===== src/tdm_pkg.sv =====
// tdm_pkg: shared constants for the totalizer and parallel port module
package tdm_pkg;
    // system clock and counted-input rate
    localparam int CLK_HZ = 25_000_000;
    localparam int TOT_RATE_HZ = 100_000;
    // shortest input period at the top rate, in clocks
    localparam int TOT_PERIOD_CYC = CLK_HZ / TOT_RATE_HZ;
    // synchroniser depth for the totalizer pin inputs; port pins are not synchronised
    localparam int SYNC_STAGES = 2;
    // field widths
    localparam int CNT_W = 26;
    localparam int PORT_W = 8;
    localparam int DAC_W = 16;
    localparam int CHAN_W = 7;
    localparam int SLOT_W = 9;
    // counter limits and reset values
    localparam logic [CNT_W-1:0] CNT_MAX = 26'h3ffffff;
    localparam logic [CNT_W-1:0] CNT_RST = 26'h0000000;
    localparam logic [CNT_W-1:0] CNT_ONE = 26'h0000001;
    localparam logic [PORT_W-1:0] PORT_RST = 8'h00;
    // mid-scale code, near zero volts on the bipolar output
    localparam logic [DAC_W-1:0] DAC_RST = 16'h8000;
    // channel numbers within the module
    localparam logic [CHAN_W-1:0] CH_PORT1 = 7'h01;
    localparam logic [CHAN_W-1:0] CH_PORT2 = 7'h02;
    localparam logic [CHAN_W-1:0] CH_TOT = 7'h03;
    localparam logic [CHAN_W-1:0] CH_DAC1 = 7'h04;
    localparam logic [CHAN_W-1:0] CH_DAC2 = 7'h05;
    // slot numbers used by the controller
    localparam logic [SLOT_W-1:0] SLOT_1 = 9'h064;
    localparam logic [SLOT_W-1:0] SLOT_2 = 9'h0c8;
    localparam logic [SLOT_W-1:0] SLOT_3 = 9'h12c;
endpackage : tdm_pkg


===== src/tdm_sync.sv =====
// tdm_sync: one-bit multi-stage synchroniser
`timescale 1ns/1ns
`default_nettype none
module tdm_sync #(
    parameter int STAGES = 2
) (
    // clock and reset
    input wire logic clk_sys,
    input wire logic rst_b,
    // level in and synchronised level out
    input wire logic d_in,
    output logic q_out
);
    logic [STAGES-1:0] sh_ff;
    logic [STAGES-1:0] nxt_sh;

    // first stage feeds only the next stage
    always_comb
    begin
        nxt_sh = {sh_ff[STAGES-2:0], d_in};
    end

    always_ff @(posedge clk_sys)
    begin
        if (!rst_b)
            sh_ff <= '0;
        else
            sh_ff <= nxt_sh;
    end

    assign q_out = sh_ff[STAGES-1];
endmodule : tdm_sync
`default_nettype wire


===== src/tdm_core.sv =====
// tdm_core: pulse totalizer, two parallel ports and two analog codes
//
// Overview of operation
// - 26-bit counter adds one per qualifying edge, inputs up to 100 kHz.
// - configuration picks rising or falling edge of the counted input.
// - active-high gate enables counting while high, holds while low.
// - active-low gate enables counting while low, holds while high.
// - count advances only when both gates enable; otherwise held.
// - count reaches all-ones 26-bit maximum, the largest value read back.
// - two independent 8-bit ports, each usable as input or output.
// - combined 16-bit read only when neither port is in the scan list.
// - front-panel reads return one 8-bit port, never both.
// - ports and count may be sampled as scan channels.
// - each of two analog channels holds a 16-bit output code.
// - count read keeps count, or read_then_clear returns then zeroes (sets one if an edge counts in that cycle).
`timescale 1ns/1ns
`default_nettype none
module tdm_core #(
    parameter logic [tdm_pkg::SLOT_W-1:0] SLOT_NUM = tdm_pkg::SLOT_1,
    parameter int SYNC_STAGES = tdm_pkg::SYNC_STAGES
) (
    // clock and reset
    input wire logic clk_sys,
    input wire logic rst_b,
    // totalizer pins
    input wire logic tot_in,
    input wire logic tot_gate_hi,
    input wire logic tot_gate_lo_b,
    // configuration and scan membership
    input wire logic tot_edge_falling,
    input wire logic [1:0] port_dir_out,
    input wire logic [1:0] port_in_scan,
    // parallel_port_pair pins, open drain
    input wire logic [2*tdm_pkg::PORT_W-1:0] pp_pin_in,
    output logic [2*tdm_pkg::PORT_W-1:0] pp_pin_out,
    output logic [2*tdm_pkg::PORT_W-1:0] pp_pin_oe,
    // controller requests
    input wire logic req_stb,
    input wire logic [tdm_pkg::SLOT_W-1:0] req_slot,
    input wire logic [tdm_pkg::CHAN_W-1:0] req_chan,
    input wire logic req_write,
    input wire logic [tdm_pkg::DAC_W-1:0] req_wdata,
    input wire logic req_word,
    input wire logic req_clear,
    input wire logic req_front,
    input wire logic req_scan,
    // answers
    output logic rsp_valid,
    output logic rsp_err,
    output logic [tdm_pkg::CNT_W-1:0] rsp_data,
    // held values
    output logic [tdm_pkg::DAC_W-1:0] dac1_code,
    output logic [tdm_pkg::DAC_W-1:0] dac2_code,
    output logic [tdm_pkg::CNT_W-1:0] tot_count
);
    localparam int PW = tdm_pkg::PORT_W;
    localparam int CW = tdm_pkg::CNT_W;

    function automatic logic is_port(input logic [tdm_pkg::CHAN_W-1:0] ch);
        is_port = (ch == tdm_pkg::CH_PORT1) || (ch == tdm_pkg::CH_PORT2);
    endfunction : is_port

    ////////////////////////////////////////////////////////////////////////
    // input synchronisers
    logic [2:0] raw_in;
    logic [2:0] sync_out;
    logic cnt_s;
    logic ghi_s;
    logic glo_s;

    assign raw_in = {tot_gate_lo_b, tot_gate_hi, tot_in};

    genvar gi;
    generate
        for (gi = 0; gi < 3; gi++)
        begin : g_sync
            tdm_sync #(.STAGES(SYNC_STAGES)) u_sync (
                .clk_sys(clk_sys),
                .rst_b(rst_b),
                .d_in(raw_in[gi]),
                .q_out(sync_out[gi])
            );
        end
    endgenerate

    assign cnt_s = sync_out[0];
    assign ghi_s = sync_out[1];
    assign glo_s = sync_out[2];

    ////////////////////////////////////////////////////////////////////////
    // totalizer
    logic [CW-1:0] cnt_ff;
    logic [CW-1:0] nxt_cnt;
    logic cnt_prev_ff;
    logic nxt_cnt_prev;
    logic cnt_edge;
    logic cnt_qual;
    logic cnt_inc;
    logic tot_clr;

    always_comb
    begin
        nxt_cnt_prev = cnt_s;
        // edge seen on the synchronised copy only
        cnt_edge = tot_edge_falling ? (cnt_prev_ff & ~cnt_s)
                                    : (cnt_s & ~cnt_prev_ff);
        cnt_qual = ghi_s & ~glo_s;
        cnt_inc = cnt_edge & cnt_qual;
        nxt_cnt = cnt_ff;
        if (tot_clr)
            nxt_cnt = cnt_inc ? tdm_pkg::CNT_ONE : tdm_pkg::CNT_RST;
        else if (cnt_inc)
            if (cnt_ff == tdm_pkg::CNT_MAX)
                nxt_cnt = tdm_pkg::CNT_RST;
            else
                nxt_cnt = cnt_ff + tdm_pkg::CNT_ONE;
    end

    always_ff @(posedge clk_sys)
    begin
        if (!rst_b)
        begin
            cnt_ff <= tdm_pkg::CNT_RST;
            cnt_prev_ff <= 1'b0;
        end
        else
        begin
            cnt_ff <= nxt_cnt;
            cnt_prev_ff <= nxt_cnt_prev;
        end
    end

    ////////////////////////////////////////////////////////////////////////
    // request decode and answers
    logic req_hit;
    logic rsp_valid_ff;
    logic rsp_err_ff;
    logic [CW-1:0] rsp_data_ff;
    logic nxt_rsp_valid;
    logic nxt_rsp_err;
    logic [CW-1:0] nxt_rsp_data;
    logic wr_port1;
    logic wr_port2;
    logic wr_dac1;
    logic wr_dac2;
    logic [PW-1:0] port1_ff;
    logic [PW-1:0] port2_ff;
    logic [2*PW-1:0] oe_ff;
    logic [tdm_pkg::DAC_W-1:0] dac1_ff;
    logic [tdm_pkg::DAC_W-1:0] dac2_ff;
    logic [PW-1:0] nxt_port1;
    logic [PW-1:0] nxt_port2;
    logic [2*PW-1:0] nxt_oe;
    logic [tdm_pkg::DAC_W-1:0] nxt_dac1;
    logic [tdm_pkg::DAC_W-1:0] nxt_dac2;

    // other slots are not ours; they get no answer at all
    assign req_hit = req_stb && (req_slot == SLOT_NUM);

    always_comb
    begin
        nxt_rsp_valid = req_hit;
        nxt_rsp_err = 1'b0;
        nxt_rsp_data = tdm_pkg::CNT_RST;
        tot_clr = 1'b0;
        wr_port1 = 1'b0;
        wr_port2 = 1'b0;
        wr_dac1 = 1'b0;
        wr_dac2 = 1'b0;
        if (req_hit)
        begin
            if (req_word)
            begin
                // word read blocks while scanning, and from the panel
                if (req_write || req_scan || req_front || (|port_in_scan)
                    || req_chan != tdm_pkg::CH_PORT1)
                    nxt_rsp_err = 1'b1;
                else
                    nxt_rsp_data = {{(CW-2*PW){1'b0}}, pp_pin_in};
            end
            else
            begin
                case (req_chan)
                    tdm_pkg::CH_PORT1:
                        if (req_write && req_scan)
                            nxt_rsp_err = 1'b1;
                        else if (req_write)
                            wr_port1 = 1'b1;
                        else
                            nxt_rsp_data = {{(CW-PW){1'b0}},
                                            pp_pin_in[PW-1:0]};
                    tdm_pkg::CH_PORT2:
                        if (req_write && req_scan)
                            nxt_rsp_err = 1'b1;
                        else if (req_write)
                            wr_port2 = 1'b1;
                        else
                            nxt_rsp_data = {{(CW-PW){1'b0}},
                                            pp_pin_in[2*PW-1:PW]};
                    tdm_pkg::CH_TOT:
                        if (req_write)
                            nxt_rsp_err = 1'b1;
                        else
                        begin
                            nxt_rsp_data = cnt_ff;
                            tot_clr = req_clear;
                        end
                    tdm_pkg::CH_DAC1:
                        if (req_scan)
                            nxt_rsp_err = 1'b1;
                        else if (req_write)
                            wr_dac1 = 1'b1;
                        else
                            nxt_rsp_data = {{(CW-16){1'b0}}, dac1_ff};
                    tdm_pkg::CH_DAC2:
                        if (req_scan)
                            nxt_rsp_err = 1'b1;
                        else if (req_write)
                            wr_dac2 = 1'b1;
                        else
                            nxt_rsp_data = {{(CW-16){1'b0}}, dac2_ff};
                    default:
                        nxt_rsp_err = 1'b1;
                endcase
            end
        end
    end

    always_ff @(posedge clk_sys)
    begin
        if (!rst_b)
        begin
            rsp_valid_ff <= 1'b0;
            rsp_err_ff <= 1'b0;
            rsp_data_ff <= tdm_pkg::CNT_RST;
        end
        else
        begin
            rsp_valid_ff <= nxt_rsp_valid;
            rsp_err_ff <= nxt_rsp_err;
            rsp_data_ff <= nxt_rsp_data;
        end
    end

    ////////////////////////////////////////////////////////////////////////
    // port data and analog codes
    always_comb
    begin
        nxt_port1 = wr_port1 ? req_wdata[PW-1:0] : port1_ff;
        nxt_port2 = wr_port2 ? req_wdata[PW-1:0] : port2_ff;
        // open drain: sink only the zero bits of an output port
        nxt_oe = {~nxt_port2 & {PW{port_dir_out[1]}},
                  ~nxt_port1 & {PW{port_dir_out[0]}}};
        nxt_dac1 = wr_dac1 ? req_wdata : dac1_ff;
        nxt_dac2 = wr_dac2 ? req_wdata : dac2_ff;
    end

    always_ff @(posedge clk_sys)
    begin
        if (!rst_b)
        begin
            port1_ff <= tdm_pkg::PORT_RST;
            port2_ff <= tdm_pkg::PORT_RST;
            oe_ff <= '0;
            dac1_ff <= tdm_pkg::DAC_RST;
            dac2_ff <= tdm_pkg::DAC_RST;
        end
        else
        begin
            port1_ff <= nxt_port1;
            port2_ff <= nxt_port2;
            oe_ff <= nxt_oe;
            dac1_ff <= nxt_dac1;
            dac2_ff <= nxt_dac2;
        end
    end

    assign pp_pin_out = {port2_ff, port1_ff};
    assign pp_pin_oe = oe_ff;
    assign rsp_valid = rsp_valid_ff;
    assign rsp_err = rsp_err_ff;
    assign rsp_data = rsp_data_ff;
    assign dac1_code = dac1_ff;
    assign dac2_code = dac2_ff;
    assign tot_count = cnt_ff;
endmodule : tdm_core
`default_nettype wire


===== config.mk =====
export PLATFORM = sky130hd
export DESIGN_NAME = tdm_core
export DESIGN_NICKNAME = d
export VERILOG_FILES = /design/src/tdm_pkg.sv /design/src/tdm_sync.sv /design/src/tdm_core.sv
export SDC_FILE = /design/constraint.sdc
export NUM_CORES = 1
export LEC_CHECK = 0
export BUFFER_PORTS_ARGS = -buffer_cell sky130_fd_sc_hd__buf_2
export CORE_MARGIN = 1
export CORE_UTILIZATION = 36
export CTS_CLUSTER_SIZE = 10
export DETAILED_ROUTE_END_ITERATION = 10
export MAX_ROUTING_LAYER = met4
export SLEW_MARGIN = 20
export SYNTH_ARGS = -nofsm -noshare
export SYNTH_HDL_FRONTEND = slang
export SYNTH_HIERARCHICAL = 1
export SYNTH_SLANG_ARGS = --single-unit

===== constraint.sdc =====
create_clock -name clk_sys -period 4.2 [get_ports clk_sys]
set_input_delay 0.84 -clock clk_sys [delete_from_list [all_inputs] [get_ports clk_sys]]
set_output_delay 0.84 -clock clk_sys [all_outputs]
set_load 0.02 [all_outputs]

# After elaboration in Yosys (flattened, before gate mapping)
# Index checks and enable logic that the tools add are counted.
# W data, S select, Z words.
# totals
elab_cells	87
inputBits	64
out_inout_bits	118
reg_bits	125
# op_classes
n_bitwise	11
addsub	1
muxes	43
reduce_logical	11
n_eq_ne	8
# op_table
operator	count
$mux W26	5
$pmux W26 S5	1
$mux W16	5
$mux W8	6
$add A26 B1 Y26 const B	1
$eq A26 B26 Y1 const B	1
$mux W1	25
$and A8 B8 Y8	2
$not A8 Y8	2
$eq A7 B2 Y1 const B	2
$eq A7 B3 Y1 const B	2
$eq A9 B7 Y1 const B	1
$eq A7 B1 Y1 const B	1
$ne A7 B1 Y1 const B	1
$reduce_or A2 Y1	3
$and A1 B1 Y1	4
$logic_or A1 B1 Y1	4
$not A1 Y1	3
$pmux W1 S3	1
$logic_and A1 B1 Y1	2
$reduce_and A2 Y1	1
$reduce_bool A2 Y1	1

# Depth between registers and ports, before layout
# depth
word_depth	8
depth_mapped	8
depth_no_buf	6

# Cells and area by module
# The synthesis kept the hierarchy.
# modules_own_cells
mod	instances	cells_per_inst	area_per_inst_um2
tdm_core	1	547	5063.6
tdm_sync	3	4	52.6

# Worst setup path before layout
# No wires, ideal clock.
# synth_path
kind	input to register
start	input port req_chan[5] (netlist name)
end	register cnt_ff[21] (netlist: tot_count[21])
cell_stages	8
required_time_ns	4.086
n_path_buf	2
path_slack_ns	1.238
setup_ns	0.114
arrival_time_ns	2.848
path_cell_list	or4_4 -> or4b_1 -> buf_2 -> o31ai_2 -> or3_1 -> buf_2 -> o21ai_0 -> a21o_1
# synth_between
elab_chain_len	5
elab_cells_between_ends	6
cone_classes	1 x eq/ne; 4 x mux; 1 x reduce/logical
# synth_lines
item	line_no	rtl
from (decl)	tdm_core.sv:40	input wire logic [tdm_pkg::CHAN_W-1:0] req_chan,
$eq A7 B2 Y1 (*)	tdm_core.sv:183	case (req_chan)
$mux W1 (*)	tdm_core.sv:183	
$mux W1 (*)	tdm_core.sv:172	if (req_word)
$mux W1 (*)	tdm_core.sv:170	if (req_hit)
$mux W26 or $reduce_bool A2 Y1 (tied branches)	--	
to (signal assigned)	tdm_core.sv:123	cnt_ff <= tdm_pkg::CNT_RST;
to (signal assigned)	tdm_core.sv:128	cnt_ff <= nxt_cnt;
to (decl)	tdm_core.sv:92	logic [CW-1:0] cnt_ff;
# Mark *: on every way between the ends. The rest lies on a longest branch, timed or not.
# A chain may end at the register's enable or synchronous reset.

# Worst setup path in the final report
# layout_path
start	input port req_chan[5] (netlist name)
end	register cnt_ff[14] (netlist: tot_count[14])
# The elaborated chain is that of the path after synthesis.

==> metrics.txt <==
# TYPE chip_impl_metric gauge
chip_impl_metric{name="syn-cell-area",unit="µm²"} 5221
chip_impl_metric{name="die_h",unit="µm"} 122.4
chip_impl_info{name="mostFrequentLayoutCell",value="sky130_fd_sc_hd__buf_2"} 1
chip_impl_metric{name="via_count_of_the_first_global_routing_pass",unit=""} 4588
chip_impl_info{name="status",value="complete, no violations"} 1
chip_impl_metric{name="min_period_over_period",unit=""} 0.6977
chip_impl_metric{name="dpl.hpwl",unit="µm"} 11710
chip_impl_metric{name="worst-endpoint-required",unit="ns"} 4.49
chip_impl_metric{name="layout_cells_sized_above_1",unit=""} 0.3082
chip_impl_metric{name="yosys_register_bits",unit=""} 125
chip_impl_info{name="end_kind",value="flip-flop"} 1
chip_impl_metric{name="layout.area.seq",unit="µm²"} 2502
chip_impl_metric{name="area_enclosed_by_the_die_boundary",unit="µm²"} 14990
chip_impl_metric{name="detailroute.via_count",unit=""} 4821
chip_impl_metric{name="irDropWorstVdd",unit="V"} 0.0002847
chip_impl_metric{name="layout_min_cycle_time",unit="ns"} 2.930
chip_impl_metric{name="htree_num_levels",unit=""} 4
chip_impl_metric{name="wl_per_cell",unit="µm"} 16.72
chip_impl_metric{name="area_growth_from_synthesis_to_layout",unit="%"} 33.17
chip_impl_metric{name="power.density_cell_area",unit="nW/µm²"} 417.0
chip_impl_metric{name="globalplace.congestion",unit=""} 0.8421
chip_impl_metric{name="drtIter0Drc",unit=""} 396
chip_impl_metric{name="seq_power_share",unit=""} 0.414
chip_impl_metric{name="ant_nets",unit=""} 0
chip_impl_metric{name="max_slew.worst_pin.slew",unit="ns"} 0.7580
chip_impl_metric{name="slew_violations",unit=""} 0
chip_impl_metric{name="post_cts_hold_buffer_count",unit=""} 0
chip_impl_metric{name="multiInputGateArea",unit="µm²"} 2585
chip_impl_info{name="cts_tree",value="built"} 1
chip_impl_metric{name="start_util",unit=""} 0.3733
chip_impl_metric{name="detailed_place.area",unit="µm²"} 6312
chip_impl_metric{name="synth_sequential_area_ratio",unit=""} 0.4793
chip_impl_metric{name="timing.fmax",unit="MHz"} 341.3
chip_impl_metric{name="crit_path_max_fanout",unit=""} 6
chip_impl_metric{name="grt_first_pass_wirelength",unit="µm"} 24380
chip_impl_metric{name="post_cts_resize_count",unit=""} 0
chip_impl_metric{name="detail_route.drc_violations",unit=""} 0
chip_impl_metric{name="place_inst",unit=""} 904
chip_impl_metric{name="antennaDiodeCount",unit=""} 0
chip_impl_metric{name="synth.lib_cells_used.distinct",unit=""} 51
chip_impl_metric{name="floorplan.rows",unit=""} 43
chip_impl_metric{name="tns",unit="ns"} 0
chip_impl_info{name="min_path_type",value="flip-flop to flip-flop"} 1
chip_impl_metric{name="grt-ovfl-total",unit=""} 0
chip_impl_metric{name="post_layout_nonfiller_instances",unit=""} 936
chip_impl_metric{name="fin_skew",unit="ns"} 0.006950
chip_impl_metric{name="p_switching",unit="µW"} 623.7
chip_impl_info{name="most-common-layout-cells",value="sky130_fd_sc_hd__buf_2 (181), sky130_fd_sc_hd__dfxtp_1 (125), sky130_fd_sc_hd__nand2_1 (83)"} 1
chip_impl_metric{name="final.fill_count",unit=""} 1350
chip_impl_metric{name="leakage",unit="nW"} 3.071
chip_impl_metric{name="final.hold.worst_slack",unit="ns"} 0.4320
chip_impl_metric{name="dieWidth",unit="µm"} 122.4
chip_impl_metric{name="largest_net_degree_at_the_start_of_global_routing",unit=""} 69
chip_impl_metric{name="synthesis.instances",unit=""} 559
chip_impl_metric{name="share_comb_of_total_power",unit=""} 0.043
chip_impl_info{name="ys.flop_type",value="sky130_fd_sc_hd__dfxtp_1"} 1
chip_impl_metric{name="cap_viol_max_count",unit=""} 0
chip_impl_metric{name="design.final.nets",unit=""} 808
chip_impl_info{name="cts-root-buf",value="sky130_fd_sc_hd__clkbuf_16"} 1
chip_impl_metric{name="post_layout_utilization_of_the_core",unit=""} 0.4970
chip_impl_metric{name="postLayoutCellArea",unit="µm²"} 6953
chip_impl_metric{name="drt_pre_antenna_iters",unit=""} 5
chip_impl_metric{name="mappedNetlistNets",unit=""} 624
chip_impl_info{name="synth_area_leaders",value="sky130_fd_sc_hd__dfxtp_1 (48%), sky130_fd_sc_hd__mux2i_1 (7.9%), sky130_fd_sc_hd__nand2_1 (6.0%)"} 1
chip_impl_metric{name="setup-violations-final",unit=""} 0
chip_impl_metric{name="synth_edf_count",unit=""} 0
chip_impl_metric{name="placeableCoreArea",unit="µm²"} 13990
chip_impl_info{name="synth_area_leader_cell",value="sky130_fd_sc_hd__dfxtp_1"} 1
chip_impl_metric{name="power_frac_clock",unit=""} 0.543
chip_impl_metric{name="antenna_found_initial",unit=""} 0
chip_impl_metric{name="clock_latency",unit="ns"} 0.41
chip_impl_metric{name="power.share.switching",unit=""} 0.2151
chip_impl_metric{name="postSynth.asyncResetShare",unit=""} 0
chip_impl_metric{name="intPower",unit="mW"} 2.276
chip_impl_metric{name="per_cell_via_count_in_the_routed_design",unit=""} 5.151
chip_impl_metric{name="relSlewSlack",unit=""} 0.4909
chip_impl_metric{name="post-cts-setup-buffer-count",unit=""} 0
chip_impl_metric{name="ys.warnings.count",unit=""} 6
chip_impl_metric{name="yosys.area.top_type_share",unit=""} 0.4793
chip_impl_metric{name="gr-usage-all-layers",unit=""} 0.2222
chip_impl_metric{name="cts_buffer_depth",unit=""} 2
chip_impl_metric{name="wirelength",unit="µm"} 15650
chip_impl_metric{name="portBuffers",unit=""} 181
chip_impl_info{name="worst-setup-path-type",value="primary input to flip-flop"} 1
chip_impl_info{name="rsz0062_at_grt",value="no"} 1
chip_impl_metric{name="num_io_pins",unit=""} 182
chip_impl_metric{name="numClockSinks",unit=""} 125
chip_impl_metric{name="timing.final.hold_violations",unit=""} 0
chip_impl_metric{name="critPathArrivalTime",unit="ns"} 3.22
chip_impl_metric{name="clkTransAtPathRegs",unit="ns"} 0.06
chip_impl_info{name="crit_path_start_kind",value="primary input"} 1
chip_impl_metric{name="synth_area_per_cell",unit="µm²"} 9.340
chip_impl_metric{name="cts_made_buffers",unit=""} 17
critical path, cell delays in order:
cell and delay (ns):
sky130_fd_sc_hd__buf_2 0.10, sky130_fd_sc_hd__or4_4 0.57, sky130_fd_sc_hd__or4b_1 0.62, sky130_fd_sc_hd__o31ai_1 0.62, sky130_fd_sc_hd__nand3_1 0.18, sky130_fd_sc_hd__xnor2_1 0.16
sky130_fd_sc_hd__nor2b_1 0.13
power by group through the flow:
| stage | sequential, mW | combinational, mW | clock [mW] |
|---|---|---|---|
| after floorplan | 1.24 | 0.0491 | 0 |
| after global placement | 1.23 | 0.122 | 0 |
| after detailed placement | 1.23 | 0.123 | 0 |
| after CTS | 1.20 | 0.124 | 1.60 |
| after global routing | 1.20 | 0.133 | 1.66 |
| final | 1.20 | 0.123 | 1.58 |
cell type report:
cell class | count | area share
clock buffer | 19 | 0.06514
timing repair buffer | 190 | 0.1400
multi-input combinational | 402 | 0.3718
sequential | 125 | 0.3599
inverter | 7 | 0.003779
tap | 180 | 0.03239
clock inverter | 13 | 0.02699
per-stage QoR:
stage | power (mW) | setup slack (ns)
finish | 2.900 | 1.270
floorplan | 1.285 | 1.238
global route | 2.992 | 1.159
CTS | 2.919 | 1.311
detailed placement | 1.349 | 0.8701
global placement | 1.347 | 0.8963
state kept, by name (all words and copies together) (netlist names):
register             count
tot_count               26
rsp_valid                1
cnt_prev_ff              1
dac1_code               16
g_sync.u_sync/sh_ff      6
port1_ff                 8
dac2_code               16
rsp_data                26
port2_ff                 8
pp_pin_oe               16
rsp_err                  1
cell usage after synthesis, drive strengths merged (5+ instances only):
| library cell | count |
|---|---|
| o2bb2ai | 8 |
| a22oi | 16 |
| xor2 | 7 |
| mux2i | 41 |
| xnor2 | 9 |
| a21boi | 31 |
| and3 | 18 |
| nor3 | 12 |
| nand3 | 17 |
| o22ai | 9 |
| nand4 | 7 |
| and2 | 20 |
| nand2 | 83 |
| inv | 7 |
| or3 | 5 |
| nor2b | 19 |
| nor2 | 40 |
| o21ai | 8 |
| clkbuf | 17 |
| buf | 8 |
| nor4 | 14 |
| dfxtp | 125 |
| a21oi | 8 |
final timing paths:
kind                                           startpoint                   endpoint  slack (ns)  cells after the start
worst max-delay path                          req_chan[5]              tot_count[14]        1.27                      7
worst min-delay path            g_sync[1].u_sync/sh_ff[0]  g_sync[1].u_sync/sh_ff[1]        0.43                      1
worst max register to register               tot_count[8]              tot_count[23]        1.78                      6
worst min register to register  g_sync[1].u_sync/sh_ff[0]  g_sync[1].u_sync/sh_ff[1]        0.43                      1
per-layer routing:
metal,GRT usage,routed length (µm),up-vias
met5,-,0,-
met3,0.07203,1305,19
met2,0.3371,7260,180
met4,0.06860,220,0
met1,0.2791,6864,2272
li1,-,-,2350
logic make-up after synthesis:
kind of cell	synth area share
AND/OR/NAND/NOR	0.2574
flip-flops	0.4793
AO/OA/AOI/OAI	0.1299
multiplexers	0.07860
buffers and inverters	0.02564
XOR/XNOR	0.02684
adder cells (fa/ha/maj)	0.002396
Power figures use the tool's default switching activity.
